===== src/design/hps_pkg.sv =====
// Package for the host link pin selector: register map, field positions, reset values.
// Assumes a 32-bit Avalon-MM slave with word-aligned registers.
package hps_pkg;
  // Register index as printed; byte address is four times the index
  localparam logic [15:0] HOST_SELECT_CONFIG_IDX = 16'h6103;
  localparam logic [17:0] HOST_SELECT_CONFIG_ADR = {HOST_SELECT_CONFIG_IDX, 2'h0};
  localparam int          ADDR_W                 = 18;

  // Field positions
  localparam int SEL_LO      = 0;
  localparam int SEL_HI      = 1;
  localparam int VALID_BIT   = 2;
  localparam int STRAP0_BIT  = 3;
  localparam int STRAP1_BIT  = 5;
  localparam int INVERT_BIT  = 7;

  // Reset values
  localparam logic [1:0] SEL_RST    = 2'h0;
  localparam logic       VALID_RST  = 1'h0;
  localparam logic       INVERT_RST = 1'h0;

  // Link select codes
  typedef enum logic [1:0] {
    HPS_LINK_SERIAL = 2'b00,
    HPS_LINK_SPI    = 2'b01,
    HPS_LINK_I2C    = 2'b10,
    HPS_LINK_NONE   = 2'b11
  } hps_link_t;
endpackage


===== src/design/hps_host_link_select.sv =====
// Host link pin selector: routes the four shared host pins to one of three links.
// Assumes synchronous pin inputs on ref_clk_i and an Avalon-MM master.
//
// The Avalon-MM slave port is this design's own decision.
`timescale 1ns/1ps
module hps_host_link_select (
  input  wire logic        ref_clk_i,
  input  wire logic        arst_n_i,
  // Avalon-MM slave
  input  wire logic [17:0] avs_address_i,
  input  wire logic        avs_read_i,
  input  wire logic        avs_write_i,
  input  wire logic [31:0] avs_writedata_i,
  input  wire logic [3:0]  avs_byteenable_i,
  output logic      [31:0] avs_readdata_o,
  output logic             avs_waitrequest_o,
  output logic      [1:0]  avs_response_o,
  // Strap pins and interrupt pin
  input  wire logic        strap_pin0_i,
  input  wire logic        strap_pin1_i,
  input  wire logic        port3_pin3_irq_i,
  output logic             ext_irq1_o,
  // Shared host pins 0..3 (input, output, output enable)
  input  wire logic [3:0]  host_pin_i,
  output logic      [3:0]  host_pin_o,
  output logic      [3:0]  host_pin_oe_o,
  // Fast serial port side
  output logic             fast_serial_receive_o,
  input  wire logic        fast_serial_transmit_i,
  // SPI side
  output logic             spi_nss_o,
  output logic             spi_mosi_o,
  output logic             spi_sck_o,
  input  wire logic        spi_miso_i,
  // I2C side: low-drive requests, sampled levels
  input  wire logic        i2c_scl_low_i,
  input  wire logic        i2c_sda_low_i,
  output logic             i2c_scl_o,
  output logic             i2c_sda_o,
  // Port 7 pins 1 and 2 pass-through
  input  wire logic [1:0]  port7_pin_out_i,
  input  wire logic [1:0]  port7_pin_oe_i,
  output logic      [1:0]  port7_pin_in_o,
  // Status
  output logic      [1:0]  active_link_o
);

  logic [1:0] sel_q;
  logic       valid_q;
  logic       invert_q;
  logic       ack_q;
  logic [31:0] rdata_q;
  logic       hit;
  logic       req;
  logic       wr_fire;
  logic [7:0] reg_view;

  // Register decode, used by both read and write paths
  function automatic logic addr_hit(input logic [17:0] a);
    return a == hps_pkg::HOST_SELECT_CONFIG_ADR;
  endfunction

  assign hit     = addr_hit(avs_address_i);
  assign req     = avs_read_i | avs_write_i;
  // One wait cycle: answer lands the cycle after the request rises
  assign avs_waitrequest_o = req & ~ack_q;
  assign wr_fire = avs_write_i & ack_q & hit & avs_byteenable_i[0];

  // Ack toggles off after each completed access, so a held request completes again every second cycle
  always_ff @(posedge ref_clk_i or negedge arst_n_i) begin
    if (!arst_n_i) begin
      ack_q <= 1'h0;
    end else begin
      ack_q <= req & ~ack_q;
    end
  end

  // Control fields; firmware fills select from straps
  always_ff @(posedge ref_clk_i or negedge arst_n_i) begin
    if (!arst_n_i) begin
      sel_q    <= hps_pkg::SEL_RST;
      valid_q  <= hps_pkg::VALID_RST;
      invert_q <= hps_pkg::INVERT_RST;
    end else if (wr_fire) begin
      sel_q    <= avs_writedata_i[hps_pkg::SEL_HI:hps_pkg::SEL_LO];
      valid_q  <= avs_writedata_i[hps_pkg::VALID_BIT];
      invert_q <= avs_writedata_i[hps_pkg::INVERT_BIT];
    end
  end

  // Readback view: strap levels are live, reserved bits zero
  always_comb begin
    reg_view = 8'h00;
    reg_view[hps_pkg::SEL_HI:hps_pkg::SEL_LO] = sel_q;
    reg_view[hps_pkg::VALID_BIT]  = valid_q;
    reg_view[hps_pkg::STRAP0_BIT] = strap_pin0_i;
    reg_view[hps_pkg::STRAP1_BIT] = strap_pin1_i;
    reg_view[hps_pkg::INVERT_BIT] = invert_q;
  end

  // Read data registered at the waiting cycle so it stands at the completing edge
  always_ff @(posedge ref_clk_i or negedge arst_n_i) begin
    if (!arst_n_i) begin
      rdata_q <= 32'h0000_0000;
    end else if (avs_read_i & ~ack_q) begin
      rdata_q <= hit ? {24'h00_0000, reg_view} : 32'h0000_0000;
    end
  end

  // Unmapped addresses read zero and answer SLAVEERROR (2'b10)
  always_comb begin
    avs_readdata_o = rdata_q;
    avs_response_o = (req & ack_q & ~hit) ? 2'b10 : 2'b00;
  end

  // Interrupt polarity
  assign ext_irq1_o = port3_pin3_irq_i ^ invert_q;

  // Pin routing; one case item at a time gives exclusivity
  always_comb begin
    host_pin_o            = 4'h0;
    host_pin_oe_o         = 4'h0;
    fast_serial_receive_o = 1'h1;
    spi_nss_o             = 1'h1;
    spi_mosi_o            = 1'h0;
    spi_sck_o             = 1'h0;
    i2c_scl_o             = 1'h1;
    i2c_sda_o             = 1'h1;
    port7_pin_in_o        = 2'h0;
    active_link_o         = hps_pkg::HPS_LINK_NONE;
    if (valid_q) begin
      unique case (hps_pkg::hps_link_t'(sel_q))
        hps_pkg::HPS_LINK_SERIAL: begin
          active_link_o         = sel_q;
          fast_serial_receive_o = host_pin_i[0];
          host_pin_o[1]         = fast_serial_transmit_i;
          host_pin_oe_o[1]      = 1'h1;
          host_pin_o[3:2]       = port7_pin_out_i;
          host_pin_oe_o[3:2]    = port7_pin_oe_i;
          port7_pin_in_o        = host_pin_i[3:2];
        end
        hps_pkg::HPS_LINK_SPI: begin
          active_link_o    = sel_q;
          spi_nss_o        = host_pin_i[0];
          spi_mosi_o       = host_pin_i[1];
          spi_sck_o        = host_pin_i[3];
          host_pin_o[2]    = spi_miso_i;
          host_pin_oe_o[2] = 1'h1;
        end
        hps_pkg::HPS_LINK_I2C: begin
          active_link_o      = sel_q;
          i2c_scl_o          = host_pin_i[0];
          i2c_sda_o          = host_pin_i[1];
          host_pin_oe_o[0]   = i2c_scl_low_i;
          host_pin_oe_o[1]   = i2c_sda_low_i;
          host_pin_o[3:2]    = port7_pin_out_i;
          host_pin_oe_o[3:2] = port7_pin_oe_i;
          port7_pin_in_o     = host_pin_i[3:2];
        end
        hps_pkg::HPS_LINK_NONE: begin
          active_link_o = hps_pkg::HPS_LINK_NONE;
        end
      endcase
    end
  end

  // Checks: every property samples at the rising edge and is quiet in reset.
  // Pin properties look at the combinational routing in the same cycle;
  // register properties look at, or one edge after, the edge where the access completes.

  // Invalid select must leave every pin released
  chk_idle_undriven: assert property (@(posedge ref_clk_i) disable iff (!arst_n_i)
    !valid_q |-> host_pin_oe_o == 4'h0)
    else $error("pins driven while link invalid");

  // Invalid select reports no link
  chk_idle_no_link: assert property (@(posedge ref_clk_i) disable iff (!arst_n_i)
    !valid_q |-> active_link_o == hps_pkg::HPS_LINK_NONE)
    else $error("link reported while invalid");

  // Reserved code owns no pin
  chk_reserved_quiet: assert property (@(posedge ref_clk_i) disable iff (!arst_n_i)
    sel_q == hps_pkg::HPS_LINK_NONE |-> host_pin_oe_o == 4'h0)
    else $error("reserved select drives pins");

  // Status mirrors the accepted select code
  chk_link_report: assert property (@(posedge ref_clk_i) disable iff (!arst_n_i)
    valid_q |-> active_link_o == sel_q)
    else $error("active link status wrong");

  // Unselected serial receiver sits at idle
  chk_serial_parked: assert property (@(posedge ref_clk_i) disable iff (!arst_n_i)
    !(valid_q && sel_q == hps_pkg::HPS_LINK_SERIAL) |-> fast_serial_receive_o)
    else $error("serial receive not idle");

  // Unselected SPI inputs sit at idle
  chk_spi_parked: assert property (@(posedge ref_clk_i) disable iff (!arst_n_i)
    !(valid_q && sel_q == hps_pkg::HPS_LINK_SPI) |-> spi_nss_o && !spi_mosi_o && !spi_sck_o)
    else $error("spi inputs not idle");

  // Unselected I2C lines read released
  chk_i2c_parked: assert property (@(posedge ref_clk_i) disable iff (!arst_n_i)
    !(valid_q && sel_q == hps_pkg::HPS_LINK_I2C) |-> i2c_scl_o && i2c_sda_o)
    else $error("i2c lines not idle");

  // Open drain never drives a one
  chk_i2c_opendrain: assert property (@(posedge ref_clk_i) disable iff (!arst_n_i)
    valid_q && sel_q == hps_pkg::HPS_LINK_I2C |-> host_pin_o[1:0] == 2'h0)
    else $error("i2c pin driven high");

  // Enable follows the pull-low requests
  chk_i2c_low_req: assert property (@(posedge ref_clk_i) disable iff (!arst_n_i)
    valid_q && sel_q == hps_pkg::HPS_LINK_I2C |-> host_pin_oe_o[1:0] == {i2c_sda_low_i, i2c_scl_low_i})
    else $error("i2c enable wrong");

  // I2C sees the line levels of pins 0 and 1
  chk_i2c_levels: assert property (@(posedge ref_clk_i) disable iff (!arst_n_i)
    valid_q && sel_q == hps_pkg::HPS_LINK_I2C |-> i2c_scl_o == host_pin_i[0] && i2c_sda_o == host_pin_i[1])
    else $error("i2c levels wrong");

  // Serial transmit is push-pull on pin 1
  chk_serial_tx: assert property (@(posedge ref_clk_i) disable iff (!arst_n_i)
    valid_q && sel_q == hps_pkg::HPS_LINK_SERIAL |-> host_pin_oe_o[1:0] == 2'h2 && host_pin_o[1] == fast_serial_transmit_i)
    else $error("serial pin direction wrong");

  // Serial receive comes from pin 0
  chk_serial_rx: assert property (@(posedge ref_clk_i) disable iff (!arst_n_i)
    valid_q && sel_q == hps_pkg::HPS_LINK_SERIAL |-> fast_serial_receive_o == host_pin_i[0])
    else $error("serial receive wrong");

  // Port 7 owns pins 2 and 3 under the serial and I2C links
  chk_port7_route: assert property (@(posedge ref_clk_i) disable iff (!arst_n_i)
    valid_q && (sel_q == hps_pkg::HPS_LINK_SERIAL || sel_q == hps_pkg::HPS_LINK_I2C) |->
      host_pin_o[3:2] == port7_pin_out_i && host_pin_oe_o[3:2] == port7_pin_oe_i && port7_pin_in_o == host_pin_i[3:2])
    else $error("port7 routing wrong");

  // Port 7 reads zero when not routed
  chk_port7_parked: assert property (@(posedge ref_clk_i) disable iff (!arst_n_i)
    !(valid_q && (sel_q == hps_pkg::HPS_LINK_SERIAL || sel_q == hps_pkg::HPS_LINK_I2C)) |-> port7_pin_in_o == 2'h0)
    else $error("port7 input not parked");

  // SPI drives only its data-out pin
  chk_spi_miso: assert property (@(posedge ref_clk_i) disable iff (!arst_n_i)
    valid_q && sel_q == hps_pkg::HPS_LINK_SPI |-> host_pin_oe_o == 4'h4 && host_pin_o[2] == spi_miso_i)
    else $error("spi pin direction wrong");

  // SPI inputs come from pins 0, 1 and 3
  chk_spi_inputs: assert property (@(posedge ref_clk_i) disable iff (!arst_n_i)
    valid_q && sel_q == hps_pkg::HPS_LINK_SPI |-> spi_nss_o == host_pin_i[0] && spi_mosi_o == host_pin_i[1] && spi_sck_o == host_pin_i[3])
    else $error("spi inputs wrong");

  // Setting the invert bit flips the pin at once
  chk_irq_polarity: assert property (@(posedge ref_clk_i) disable iff (!arst_n_i)
    $rose(invert_q) |-> ext_irq1_o != port3_pin3_irq_i)
    else $error("irq not inverted");

  // Clear invert bit passes the pin unchanged
  chk_irq_plain: assert property (@(posedge ref_clk_i) disable iff (!arst_n_i)
    !invert_q |-> ext_irq1_o == port3_pin3_irq_i)
    else $error("irq altered while not inverted");

  // Strap bits are caught in the waiting cycle
  chk_strap_read: assert property (@(posedge ref_clk_i) disable iff (!arst_n_i)
    avs_read_i && !ack_q && hit |=> rdata_q[5] == $past(strap_pin1_i) && rdata_q[3] == $past(strap_pin0_i))
    else $error("strap readback wrong");

  // Select and valid land on the completing edge
  chk_write_lands: assert property (@(posedge ref_clk_i) disable iff (!arst_n_i)
    wr_fire |=> sel_q == $past(avs_writedata_i[1:0]) && valid_q == $past(avs_writedata_i[2]))
    else $error("select write lost");

  // Invert bit lands on the completing edge
  chk_write_invert: assert property (@(posedge ref_clk_i) disable iff (!arst_n_i)
    wr_fire |=> invert_q == $past(avs_writedata_i[hps_pkg::INVERT_BIT]))
    else $error("invert write lost");

  // Unmapped writes leave the fields alone
  chk_refused_write: assert property (@(posedge ref_clk_i) disable iff (!arst_n_i)
    avs_write_i && ack_q && !hit |=> $stable(sel_q) && $stable(valid_q) && $stable(invert_q))
    else $error("unmapped write changed fields");

  // Unmapped accesses answer with an error code
  chk_unmapped_resp: assert property (@(posedge ref_clk_i) disable iff (!arst_n_i)
    req && ack_q && !hit |-> avs_response_o == 2'h2)
    else $error("unmapped response missing");

  // Exactly one wait cycle per access
  chk_one_wait: assert property (@(posedge ref_clk_i) disable iff (!arst_n_i)
    $rose(req) |-> avs_waitrequest_o ##1 !avs_waitrequest_o)
    else $error("bus answer late");

endmodule


===== config.mk =====
export PLATFORM = sky130hd
export DESIGN_NAME = hps_host_link_select
export DESIGN_NICKNAME = d
export VERILOG_FILES = /design/src/design/hps_pkg.sv /design/src/design/hps_host_link_select.sv
export SDC_FILE = /design/constraint.sdc
export NUM_CORES = 1
export LEC_CHECK = 0
export ABC_AREA = 0
export ABC_CLOCK_PERIOD_IN_PS = 1700
export BUFFER_PORTS_ARGS = -buffer_cell sky130_fd_sc_hd__buf_2
export CAP_MARGIN = 20
export CORE_ASPECT_RATIO = 0.5
export CORE_MARGIN = 2
export CORE_UTILIZATION = 30
export CTS_BUF_LIST = sky130_fd_sc_hd__clkbuf_16
export DETAILED_ROUTE_END_ITERATION = 8
export GPL_ROUTABILITY_DRIVEN = 0
export GPL_TIMING_DRIVEN = 1
export PLACE_DENSITY_LB_ADDON = 0.12
export SYNTH_ARGS = -nofsm -noshare
export SYNTH_HDL_FRONTEND = slang
export SYNTH_SLANG_ARGS = --single-unit

===== constraint.sdc =====
create_clock -name ref_clk_i -period 1.7 [get_ports ref_clk_i]
set_input_delay 0.085 -clock ref_clk_i [delete_from_list [all_inputs] [get_ports ref_clk_i]]
set_output_delay 0.085 -clock ref_clk_i [all_outputs]
set_load 0.02 [all_outputs]

# --- Yosys cells after proc, flatten, opt, wreduce, memory -nomap -nowiden ---
# Index checks and enable logic that the tools add are counted.
totals:
  ff_bits: 37
  inputBits: 73
  output_inout_bits: 54
  wordCells: 50
classes:
  eq_ne: 4
  n_mux: 27
  bitwise_logic: 11
  reduce_logical: 3
ops:
  columns: ["operator", "n"]
  rows:
  - ["$eq 18x17->1 const B", 1]
  - ["$mux 1", 16]
  - ["$mux 2", 4]
  - ["$mux 8", 1]
  - ["$and 1x1->1", 7]
  - ["$pmux 1 s2", 3]
  - ["$eq 2x2->1 const B", 2]
  - ["$mux 4", 1]
  - ["$pmux 2 s2", 1]
  - ["$mux 3", 1]
  - ["$reduce_or 3->1", 1]
  - ["$eq 2x1->1 const B", 1]
  - ["$logic_not 2->1", 1]
  - ["$not 1->1", 2]
  - ["$reduce_or 2->1", 1]
  - ["$or 1x1->1", 1]
  - ["$xor 1x1->1", 1]

# --- Longest topological paths before layout ---
depth:
  ltp_word: 4
  ltp_mapped: 4
  ltp_nobuf: 4

# --- Worst setup path after synthesis ---
# Ideal clock, no wire load.
synth_timing:
  path_kind: "register to output"
  start: "register sel_q[1]"
  end: "output host_pin_o[1]"
  arrival_ns: 1.410
  t_required_ns: 1.615
  slack_ns: 0.205
  path_stages_with_launch: 5
  path_buffers: 1
  path_cell_list: "dfrtp_1 clkbuf_1 nor2b_1 inv_1 nor3b_1"
synth_via:
  elab_chain_len: 3
synth_lines:
  columns: ["item", "line", "text"]
  rows:
  - ["start: declaration", "hps_host_link_select.sv:48", "logic [1:0] sel_q;"]
  - ["start signal: assignment", "hps_host_link_select.sv:81", "sel_q <= hps_pkg::SEL_RST;"]
  - ["start signal: assignment", "hps_host_link_select.sv:85", "sel_q <= avs_writedata_i[hps_pkg::SEL_HI:hps_pkg::SEL_LO];"]
  - ["$logic_not 2->1", "hps_host_link_select.sv:132", "unique case (hps_pkg::hps_link_t'(sel_q))"]
  - ["$mux 1", "hps_host_link_select.sv:132", null]
  - ["$mux 3", "hps_host_link_select.sv:131", "if (valid_q) begin"]
  - ["end: declaration", "hps_host_link_select.sv:25", "output logic [3:0] host_pin_o,"]
# Every way passes these cells.

# --- Final worst setup path ---
layout_timing:
  start: "register sel_q[1]"
  end: "output fast_serial_receive_o"
layout_via:
  elab_chain_len: 3
layout_lines:
  columns: ["item", "line", "text"]
  rows:
  - ["$logic_not 2->1", "hps_host_link_select.sv:132", null]
  - ["$mux 1", "hps_host_link_select.sv:132", null]
  - ["$mux 1", "hps_host_link_select.sv:131", null]
  - ["end: declaration", "hps_host_link_select.sv:28", "output logic fast_serial_receive_o,"]
# Every way passes these cells.

==> metrics.json <==
{
  "run_status": {
    "outcome": "completed"
  },
  "global_routing": {
    "first_global_vias": 741,
    "groute.usage.overall": 0.1150,
    "grtUsageMet3": 0.02802,
    "groute.layer.met1.usage": 0.1470,
    "grt_start_max_net_pins": 12,
    "global_route.usage.met2": 0.2000,
    "grt-busiest-layer": "met2",
    "overflow": 0,
    "antenna_found_initial": 0,
    "grt_first_pass_wirelength_um": 3139
  },
  "sta": {
    "post-route-min-period_ns": 1.502,
    "slew_viol_final": 0,
    "skew_ns": 0.0004007,
    "holdWs_ns": 0.07931,
    "final_hold_viol_count": 0,
    "setup_tns_final_ns": 0,
    "timing.final.crit_share": 0.8832,
    "setup_viol": 0,
    "grt_setup_unrepaired": "no",
    "fmax_ghz": 0.6660
  },
  "placement": {
    "placed_cells_incl_taps": 193,
    "dp_hpwl_um": 1627,
    "portBuffers": 67,
    "place_area_sq_mm": 0.001146
  },
  "run": {
    "total_of_max_cap_violations": 0
  },
  "route": {
    "drt-vias-per-instance": 4.101,
    "drt-total-wl_um": 1921,
    "avgRoutedWirePerCell_um": 9.702,
    "vias": 812,
    "post-route-drc-count": 0,
    "drt-pass1-iter-count": 4,
    "postRouteAntennaNets": 0,
    "drt_first_iter_violations": 17
  },
  "synth": {
    "number_of_enable_flip_flop_cells_after_synthesis": 0,
    "synthesis.instances": 90,
    "dominant_register_cell_in_the_synthesized_netlist": "dfrtp_1",
    "ys_types": 30,
    "post-synth-top-area-cell": "dfrtp_1",
    "synthesis.area_sq_um": 865.8,
    "synth_seq_cells": 11,
    "synth_top_cells_by_area": "dfrtp_1, buf_4, a22o_1",
    "synth_most_common_cell": "buf_4",
    "synth-seq-area-share": 0.3179,
    "synthesis.yosys.warnings": 0,
    "asyncSetResetFlopFracSynth": 1.000,
    "synth.cells.most_frequent": "buf_4, dfrtp_1, a22o_1",
    "synth_top_cell_area_share": 0.3179,
    "synthesis.area_per_instance_sq_um": 9.620
  },
  "cells_and_area": {
    "regArea_sq_um": 275.3,
    "fin_area_sq_mm": 0.001237,
    "antennaDiodeCount": 0,
    "layout_stage_area_growth_over_the_synthesis_result_pct": 42.92,
    "drive_gt1_frac": 0.5093,
    "nets_final": 235,
    "final_cell_count_no_fill": 198,
    "multi_input_area_sq_um": 461.7,
    "num-fill-cells": 299
  },
  "clocking": {
    "clk_path_buf_depth": 2,
    "clk_pin_slew_worst_paths_ns": 0.04,
    "cts_tree": "built",
    "cts-htree-levels": 1,
    "insertion_delay_ns": 0.23,
    "clock_tree.root_cell": "clkbuf_16",
    "cts_sinks": 11,
    "numCtsBuffers": 3
  },
  "floorplanning": {
    "dieArea_sq_mm": 0.003358,
    "placementRows": 13,
    "boundaryPins": 127,
    "die_x_um": 79.98,
    "initial_core_util": 0.3246,
    "die_h_um": 41.99,
    "core_sq_mm": 0.002668
  },
  "pwr": {
    "power_density_mw_per_mm2": 666.2,
    "ir_drop_v": 0.0004059,
    "power.static_leakage_nw": 0.7443,
    "p_total_mw": 0.8244
  },
  "critical_path": {
    "worst_ep_arrival_time_ns": 1.42,
    "critical_path.endpoint_type": "primary output",
    "worst-path-max-fanout": 9,
    "required_ns": 1.62,
    "setup.worst_path.class": "reg2out",
    "worstSetupStartpointType": "flop"
  },
  "worst_hold_path": {
    "worstHoldPathType": "in2reg"
  }
}
[cell families (layout without fill, tap and decap cells)]
group / Yosys count / after routing / share of synthesized area
buffers and inverters: 34 / 78 / 0.2688
muxes: 5 / 5 / 0.06358
DFF: 11 / 11 / 0.3179
other: 1 / 28 / 0.004331
xor gates and xnor gates: 1 / 1 / 0.01012
and+or+nand+nor: 29 / 29 / 0.2471
AOI/OAI and AO/OA: 9 / 9 / 0.08815
[area by class of cell]
type	instances	area share
clock inverters	1	0.003033
flip-flops and latches	11	0.2224
multi-input cells	72	0.3731
clock buffers	3	0.06067
inverters	4	0.01213
repair buffers	70	0.2912
well taps	37	0.03741
[cells in the final DEF (no fill, tap or decap), types with 2 or more instances in the layout]
| cell | instances |
|---|---|
| buf_4 | 2 |
| conb_1 | 28 |
| and3_1 | 3 |
| nand3b_1 | 4 |
| mux2_2 | 3 |
| and2_1 | 5 |
| dfrtp_1 | 11 |
| a22o_1 | 6 |
| nor2_1 | 2 |
| clkbuf_16 | 3 |
| buf_2 | 67 |
| nand2b_1 | 2 |
| inv_1 | 5 |
[metal layers]
metal | share of wire | vias up | wire (um)
met5 | 0 | - | 0
met2 | 0.48 | 56 | 930
met3 | 0.13 | 0 | 246
li1 | - | 397 | -
met1 | 0.39 | 359 | 744
met4 | 0 | 0 | 0
[registers in the layout (all words and copies together) (netlist names)]
signal	cells
valid_q	1
sel_q	2
ack_q	1
invert_q	1
avs_readdata_o	6
[metrics by stage]
stage / setup WS, ns / utilization
floorplan: 0.2051 / -
global placement: 0.2169 / 0.4296
detailed placement: 0.2252 / 0.4296
CTS: 0.1418 / 0.4629
global route: 0.07467 / 0.4639
finish: 0.1985 / 0.4639
[worst paths after layout]
check	endpoint	cells past startpoint	start	slack (ns)
max reg2reg	avs_readdata_o[3]$_DFFE_PN0P_	3	ack_q$_DFF_PN0_	0.42
min	avs_readdata_o[3]$_DFFE_PN0P_	2	strap_pin0_i	0.08
min reg2reg	ack_q$_DFF_PN0_	1	ack_q$_DFF_PN0_	0.48
max in group asynchronous	avs_readdata_o[1]$_DFFE_PN0P_	2	arst_n_i	1.25
min in group asynchronous	ack_q$_DFF_PN0_	2	arst_n_i	0.25
max	fast_serial_receive_o	4	sel_q[1]$_DFFE_PN0P_	0.20
[power breakdown]
group	total [mW]	switching (mW)	internal, mW
logic	0.144	0.0949	0.0490
registers	0.268	0.00255	0.266
clock network	0.412	0.104	0.308
[critical path: stages, from the launching register on]
cell     delay [ns]
dfrtp_1        0.46
nor2b_1        0.18
inv_1          0.08
or3_1          0.29
buf_2          0.16
[what timing repair did]
item / in CTS / in global routing
endpoints found under the setup margin: 0 / 1
setup buffers: 0 / 0
hold endpoints to repair: 11 / 0
hold buffers: 1 / 0
resized for setup: 0 / 1
Power figures use the tool's default switching activity.
